==> src/verilog/borrow_pkg.sv <==
// Shared constants of the borrow-lookahead accumulator adder
package borrow_pkg;

  // ---------------------------------------------------------------
  // Widths
  // ---------------------------------------------------------------
  localparam int ACC_WIDTH = 48;
  localparam int AUX_WIDTH = 36;

  // ---------------------------------------------------------------
  // Lookahead structure
  // ---------------------------------------------------------------
  localparam int STAGES_PER_GROUP = 3;
  localparam int GROUPS_PER_SECTION = 4;
  localparam int STAGES_PER_SECTION = STAGES_PER_GROUP * GROUPS_PER_SECTION;

  // ---------------------------------------------------------------
  // Reset values
  // ---------------------------------------------------------------
  localparam logic [ACC_WIDTH-1:0] ACC_RESET = 48'h0000_0000_0000;
  localparam logic [AUX_WIDTH-1:0] AUX_RESET = 36'h0_0000_0000;

endpackage

==> src/verilog/pyramid_if.sv <==
// Carrier between the accumulator control and one borrow pyramid
`timescale 1ns/10ps

interface pyramid_if
  import borrow_pkg::*;
#(
  parameter int WIDTH = 48
);
  localparam int NG = WIDTH / STAGES_PER_GROUP;
  localparam int NS = WIDTH / STAGES_PER_SECTION;

  // Operands and mode
  logic [WIDTH-1:0] a;
  logic [WIDTH-1:0] x;
  logic partial_add;
  // Result mask
  logic [WIDTH-1:0] toggle;
  // Internal levels, exposed for observation
  logic [WIDTH-1:0] stage_borrow;
  logic [NG-1:0] grp_enable;
  logic [NG-1:0] grp_gen;
  logic [NS-1:0] sec_enable;
  logic [NS-1:0] sec_gen;
  logic [NS-1:0] sec_borrow;

  modport net (
    input a, x, partial_add,
    output toggle, stage_borrow, grp_enable, grp_gen, sec_enable, sec_gen, sec_borrow
  );
  modport ctl (
    output a, x, partial_add,
    input toggle, stage_borrow, grp_enable, grp_gen, sec_enable, sec_gen, sec_borrow
  );
endinterface

==> src/verilog/borrow_pyramid.sv <==
// Combinational borrow-lookahead pyramid producing a per-bit toggle mask
`timescale 1ns/10ps

module borrow_pyramid
  import borrow_pkg::*;
#(
  parameter int WIDTH = 48
) (
  // Operand, mode and result
  pyramid_if.net bus
);
  localparam int NG = WIDTH / STAGES_PER_GROUP;
  localparam int NS = NG / GROUPS_PER_SECTION;

  logic [WIDTH-1:0] stage_en;
  logic [WIDTH-1:0] stage_gen;
  logic [WIDTH-1:0] bin;
  logic [NG-1:0] ge;
  logic [NG-1:0] gg;
  logic [NG-1:0] gbin;
  logic [NS-1:0] se;
  logic [NS-1:0] sg;
  logic [NS-1:0] sbin;

  // ---------------------------------------------------------------
  // Stage level
  // ---------------------------------------------------------------
  // Complement of x is subtracted, so 0/0 means 0 minus 1
  assign stage_en = bus.a ^ bus.x;
  assign stage_gen = ~bus.a & ~bus.x;

  // ---------------------------------------------------------------
  // Group level and stage borrow inputs
  // ---------------------------------------------------------------
  genvar g;
  generate
    for (g = 0; g < NG; g++) begin : gen_group
      localparam int B = g * STAGES_PER_GROUP;
      // Whole group passes a borrow through
      assign ge[g] = &stage_en[B +: STAGES_PER_GROUP];
      // Borrow escapes the top of the group
      assign gg[g] = stage_gen[B+2] | (stage_gen[B+1] & stage_en[B+2]) |
                     (stage_gen[B] & stage_en[B+1] & stage_en[B+2]);
      // Group borrow input from lower groups or the section input
      if ((g % GROUPS_PER_SECTION) == 0) begin : gen_first
        assign gbin[g] = sbin[g / GROUPS_PER_SECTION];
      end else begin : gen_rest
        assign gbin[g] = gg[g-1] | (ge[g-1] & gbin[g-1]);
      end
      // Stage borrow inputs inside the group
      assign bin[B] = gbin[g];
      assign bin[B+1] = stage_gen[B] | (stage_en[B] & gbin[g]);
      assign bin[B+2] = stage_gen[B+1] | (stage_en[B+1] & stage_gen[B]) |
                        (stage_en[B+1] & stage_en[B] & gbin[g]);
    end
  endgenerate

  // ---------------------------------------------------------------
  // Section level with end-around borrow
  // ---------------------------------------------------------------
  genvar s;
  generate
    for (s = 0; s < NS; s++) begin : gen_section
      localparam int G = s * GROUPS_PER_SECTION;
      assign se[s] = &ge[G +: GROUPS_PER_SECTION];
      assign sg[s] = gg[G+3] | (ge[G+3] & gg[G+2]) | (ge[G+3] & ge[G+2] & gg[G+1]) |
                     (ge[G+3] & ge[G+2] & ge[G+1] & gg[G]);
      // Walk downward around the ring; the last term is this section's own borrow
      always_comb begin
        logic pass;
        logic b;
        int idx;
        pass = 1'b1;
        b = 1'b0;
        idx = 0;
        for (int k = 1; k <= NS; k++) begin
          idx = (s - k + NS) % NS;
          b = b | (pass & sg[idx]);
          pass = pass & se[idx];
        end
        sbin[s] = b;
      end
    end
  endgenerate

  // ---------------------------------------------------------------
  // Toggle control
  // ---------------------------------------------------------------
  // Partial add forces every stage to look borrowed, so the mask is x
  assign bus.toggle = ~(bus.x ^ (bin | {WIDTH{bus.partial_add}}));
  assign bus.stage_borrow = bin;
  assign bus.grp_enable = ge;
  assign bus.grp_gen = gg;
  assign bus.sec_enable = se;
  assign bus.sec_gen = sg;
  assign bus.sec_borrow = sbin;

endmodule

==> src/verilog/accumulator_adder.sv <==
// Accumulator and auxiliary register updated through borrow pyramids
//
// Operation
// - Add by subtracting the operand's complement
// - Differing bits mark stage borrow enable
// - Both zero generates; both one absorbs
// - Group enable when all three stages enable
// - Group generates per top-down stage cases
// - Enable and generate never both asserted
// - Section enable when all four groups enable
// - Section generates if group borrow escapes
// - Section borrow input wraps, cases exclusive
// - Section one borrow wraps end-around
// - Forty-eight bits, sixteen groups, four sections
// - Auxiliary register uses same structure, narrower
// - Toggle control inverts its accumulator bit
// - Group borrow input from lower groups
// - Stage borrow input from lower stages
// - Toggle when operand bit equals borrow
// - Partial add inverts where operand is one
`timescale 1ns/10ps

module accumulator_adder
  import borrow_pkg::*;
(
  // Clock and reset
  input wire logic core_clk,
  input wire logic rst_n,
  // Accumulator control
  input wire logic acc_load,
  input wire logic [ACC_WIDTH-1:0] acc_load_value,
  input wire logic acc_add,
  input wire logic [ACC_WIDTH-1:0] operand,
  // Auxiliary register control
  input wire logic aux_load,
  input wire logic [AUX_WIDTH-1:0] aux_load_value,
  input wire logic aux_add,
  input wire logic [AUX_WIDTH-1:0] aux_operand,
  // Mode
  input wire logic partial_add,
  // Register contents
  output logic [ACC_WIDTH-1:0] acc,
  output logic [AUX_WIDTH-1:0] aux
);

  // ---------------------------------------------------------------
  // Pyramid instances
  // ---------------------------------------------------------------
  pyramid_if #(.WIDTH(ACC_WIDTH)) acc_bus ();
  pyramid_if #(.WIDTH(AUX_WIDTH)) aux_bus ();

  // Operands feed straight from the registers and the operand port
  assign acc_bus.a = acc;
  assign acc_bus.x = operand;
  assign acc_bus.partial_add = partial_add;
  assign aux_bus.a = aux;
  assign aux_bus.x = aux_operand;
  assign aux_bus.partial_add = partial_add;

  // Full-width network over all stages
  borrow_pyramid #(.WIDTH(ACC_WIDTH)) u_acc_pyramid (
    .bus(acc_bus.net)
  );

  // Same structure, only the width differs
  borrow_pyramid #(.WIDTH(AUX_WIDTH)) u_aux_pyramid (
    .bus(aux_bus.net)
  );

  // ---------------------------------------------------------------
  // Result capture
  // ---------------------------------------------------------------
  // Load wins over add; the network settles well inside one 5 ns period
  always_ff @(posedge core_clk or negedge rst_n) begin
    if (!rst_n) begin
      acc <= ACC_RESET;
    end else if (acc_load) begin
      acc <= acc_load_value;
    end else if (acc_add) begin
      acc <= acc ^ acc_bus.toggle;
    end
  end

  // Auxiliary register follows the same discipline
  always_ff @(posedge core_clk or negedge rst_n) begin
    if (!rst_n) begin
      aux <= AUX_RESET;
    end else if (aux_load) begin
      aux <= aux_load_value;
    end else if (aux_add) begin
      aux <= aux ^ aux_bus.toggle;
    end
  end

  // ---------------------------------------------------------------
  // Reference arithmetic for the checks
  // ---------------------------------------------------------------
  logic [ACC_WIDTH:0] acc_diff;
  logic [ACC_WIDTH-1:0] acc_ref;
  logic [AUX_WIDTH:0] aux_diff;
  logic [AUX_WIDTH-1:0] aux_ref;

  // Subtract the complement, then repay an end-around borrow
  always_comb begin
    acc_diff = {1'b0, acc} - {1'b0, ~operand};
    acc_ref = acc_diff[ACC_WIDTH] ? (acc_diff[ACC_WIDTH-1:0] - ACC_WIDTH'(1)) : acc_diff[ACC_WIDTH-1:0];
    aux_diff = {1'b0, aux} - {1'b0, ~aux_operand};
    aux_ref = aux_diff[AUX_WIDTH] ? (aux_diff[AUX_WIDTH-1:0] - AUX_WIDTH'(1)) : aux_diff[AUX_WIDTH-1:0];
  end
endmodule

==> config.mk <==
export PLATFORM = sky130hd
export DESIGN_NAME = accumulator_adder
export DESIGN_NICKNAME = d
export VERILOG_FILES = /design/src/verilog/borrow_pkg.sv /design/src/verilog/pyramid_if.sv /design/src/verilog/borrow_pyramid.sv /design/src/verilog/accumulator_adder.sv
export SDC_FILE = /design/constraint.sdc
export NUM_CORES = 1
export LEC_CHECK = 0
export BUFFER_PORTS_ARGS = -buffer_cell sky130_fd_sc_hd__buf_4
export CORE_MARGIN = 2
export CORE_UTILIZATION = 60
export CTS_BUF_LIST = sky130_fd_sc_hd__clkbuf_8
export CTS_CLUSTER_DIAMETER = 100
export DETAILED_ROUTE_END_ITERATION = 16
export PLACE_DENSITY_LB_ADDON = 0.05
export SYNTH_ARGS = -nofsm -noshare
export SYNTH_HDL_FRONTEND = slang
export SYNTH_SLANG_ARGS = --single-unit
==> constraint.sdc <==
create_clock -name core_clk -period 6.5 [get_ports core_clk]
set_clock_uncertainty 0.2 [all_clocks]
set_input_delay 0.975 -clock core_clk [delete_from_list [all_inputs] [get_ports core_clk]]
set_output_delay 0.975 -clock core_clk [all_outputs]
set_load 0.03 [all_outputs]
==> flow_metrics.tcl <==
set metrics [dict create \
    grt_pass1_wl_um 48100 \
    cp_common_cell "a31oi_1" \
    regToRegStartpoint "acc[10]" \
    wl_um 29200 \
    cts_buffer_depth 2 \
    postRouteAntennaNets 0 \
    avgSynthCellArea_um2 7.47 \
    final-setup-viol-count 0 \
    yosys.area.top_type "dfrtp_1" \
    layout-drive-gt1-share 0.217 \
    worst-r2r-setup-slack_ns 2.66 \
    crit_family "compound AO/OA/AOI/OAI gates" \
    place_congestion 0.934 \
    wire_per_inst_um 16.7 \
    antenna_found_initial 0 \
    syn_nets 1558 \
    die_w_um 131 \
    core_region_area_um2 15800 \
    synth-seq-area-share 0.217 \
    critPathBufInv 2 \
    hp-class "in2async" \
    post-cts-setup-buffers 0 \
    min_period_ns 4.04 \
    holdBufCountCts 0 \
    drtIter0Drc 882 \
    final_cells 1744 \
    syn-cell-area_um2 9700 \
    placed_cells 1728 \
    synthCells 1299 \
    async_flop_share 1.00 \
    maxCapViolCount 0 \
    cp-start-kind "input port" \
    synth_area_leaders "dfrtp_1 22%, ha_1 11%, inv_1 7.1%, xnor2_1 6.4%, nor3_1 5.9%" \
    cts_tree "done" \
    worst-path-stages 13 \
    path_max_fanout 4 \
    ys_seq_elements 84 \
    path_cells "buf_4 -> inv_1 -> ha_1 -> nand4_1 -> or2_2 -> or3b_1 -> a31oi_1 -> a211oi_1 -> o21ai_0 -> a31oi_1 -> xnor2_1 -> or3_1 -> a31oi_1" \
    powerDensity_nw_per_um2 226 \
    hold_viol 0 \
    crit_required_ns 6.61 \
    post_cts_resized 0 \
    portBuffers 258 \
    firstDrtPassIters 7 \
    io_pins 259 \
    synth_warnings 0 \
    slew_headroom 0.254 \
    overflow 0 \
    cts_max_level 3 \
    die_h_um 131 \
    dp_slack_ns 2.09 \
    maxSlewViolCount 0 \
    tns_ns 0 \
    drc 0 \
    endpoint_kind "flip-flop" \
    cp_slowest_cell "o21ai_0" \
    r2r-end "acc[38]" \
    finalWorstSetupSlack_ns 2.46 \
    tightestPinTransition_ns 1.12 \
    rows 46 \
    area_growth_pct 22.9 \
    track_usage 0.336 \
    critPathMaxStageDelay_ns 0.57 \
    insertedDiodeCount 0 \
    cts_root_buf "clkbuf_8" \
    cts_sinks 84 \
    clkTransAtPathRegs_ns 0.10 \
    vdd_ir_drop_max_mv 0.173 \
    first_global_vias 9855 \
    rsz0062_at_grt "false" \
    power_uw 2700 \
    fin_nets 1782 \
    via_per_inst 6.04 \
    p_leak_uw 0.00580 \
    outcome "complete, no violations" \
    worstPathArrival_ns 4.16 \
    clk_latency_ns 0.39 \
    yosys.cell_types.count 70 \
    synth_edf_count 0 \
    critPathKind "in2reg" \
    ys.flop_type "dfrtp_1" \
    die_area_um2 17200 \
    finalCritPeriodShare 0.622 \
    synth_top_area_frac 0.217 \
    grt_max_degree 84 \
    postPlaceCellArea_um2 11800 \
    cts_made_buffers 9 \
    fin_area_um2 11900 \
    vias 10500 \
    initial_core_util 0.613 \
    r2r_cells 12 \
    clock.fmax_ghz 0.247 \
    dpl.hpwl_um 22100 \
]
[routing by layer]
layer  global-route usage  routed length (um)  vias up
met5                    0                   0        -
met4                0.107                 700        0
met3               0.0590                2340       51
met2                0.539               13200      439
met1                0.462               12900     4909
li1                     -                   -     5142
[where the power goes]
part / total, uW / internal [uW] / switching, uW
sequential: 713 / 619 / 94.1
clock: 369 / 146 / 223
combinational: 1610 / 662 / 952
[cell families (layout without fill, tap and decap cells)]
kind of cell / after synthesis / in the layout / synth area share
compound gates: 359 / 359 / 0.260
fa+ha+maj: 84 / 84 / 0.108
xor+xnor: 71 / 71 / 0.0641
mux: 31 / 31 / 0.0356
buf+inv: 234 / 463 / 0.0907
simple gates: 436 / 436 / 0.225
flops: 84 / 84 / 0.217
[placed cells by master (no fill, tap or decap), types with 4 or more instances in the layout]
master and n:
o31ai_1 4, dfrtp_1 84, and3_1 21, a211oi_1 23, o311a_1 5, and2_1 7
nand2b_1 13, o2111ai_1 6, or4_1 9, o211ai_1 25, buf_4 263, nand2_1 91
nand3b_1 5, o2bb2ai_1 4, or2_2 5, or3_1 11, or3b_1 6, o21bai_1 14
o31a_1 14, nor3_1 114, o21ai_1 7, a21oi_1 76, a211o_1 6, nand3_1 72
xnor2_1 71, inv_1 186, nand4_1 10, o21ai_0 69, o311ai_0 9, a311oi_1 4
mux2_2 28, a31oi_1 15, ha_1 84, a21o_1 25, nor2_1 52, nor4_1 12
clkbuf_8 10, o221ai_1 5
[sequential cells by signal (all words and copies together) (netlist names)]
| register | count |
|---|---|
| aux | 36 |
| acc | 48 |
[layout make-up]
cell class,count,area (um^2)
Clock buffer,10,138
Clock inverter,6,32.5
Timing Repair Buffer,263,1970
Multi-Input combinational cell,981,6720
Sequential cell,84,2100
Inverter,184,691
Tap cell,216,270
Fill cell,1299,3900
[worst register-to-register path: cells and delay by family, from the launching register on]
family,cells,cell delay [ns]
adders and majority gates,1,0.37
DFF,1,0.43
AOI/OAI and AO/OA,5,1.37
and+or+nand+nor,4,1.14
buffers and inverters,1,0.10
xor gates and xnor gates,1,0.17
[through the flow]
step,util,hold WS [ns]
after floorplan,-,0.479
after global placement,0.743,0.381
after detailed placement,0.743,0.397
after CTS,0.754,0.253
after global routing,0.754,0.268
final,0.754,0.252
[cells in the mapped netlist, drive strengths merged (17+ instances only)]
master  instances
o211ai         26
a31oi          17
nor2           52
nand3          73
o21ai          78
a21o           25
ha             84
dfrtp          84
clkbuf         43
a21oi          79
xnor2          71
inv           184
and3           21
nand2          91
a211oi         27
nor3          114
mux2           28
[worst max-delay path by stage]
stage	to	startpoint	slack (ns)
floorplan	aux[8]	aux_operand[31]	2.53
global placement	acc[37]	operand[7]	2.22
detailed placement	acc[37]	operand[7]	2.09
CTS	acc[38]	operand[7]	2.50
global route	acc[38]	operand[9]	2.16
finish	acc[38]	operand[10]	2.46
Note: power is estimated with default switching activity, not from simulation.
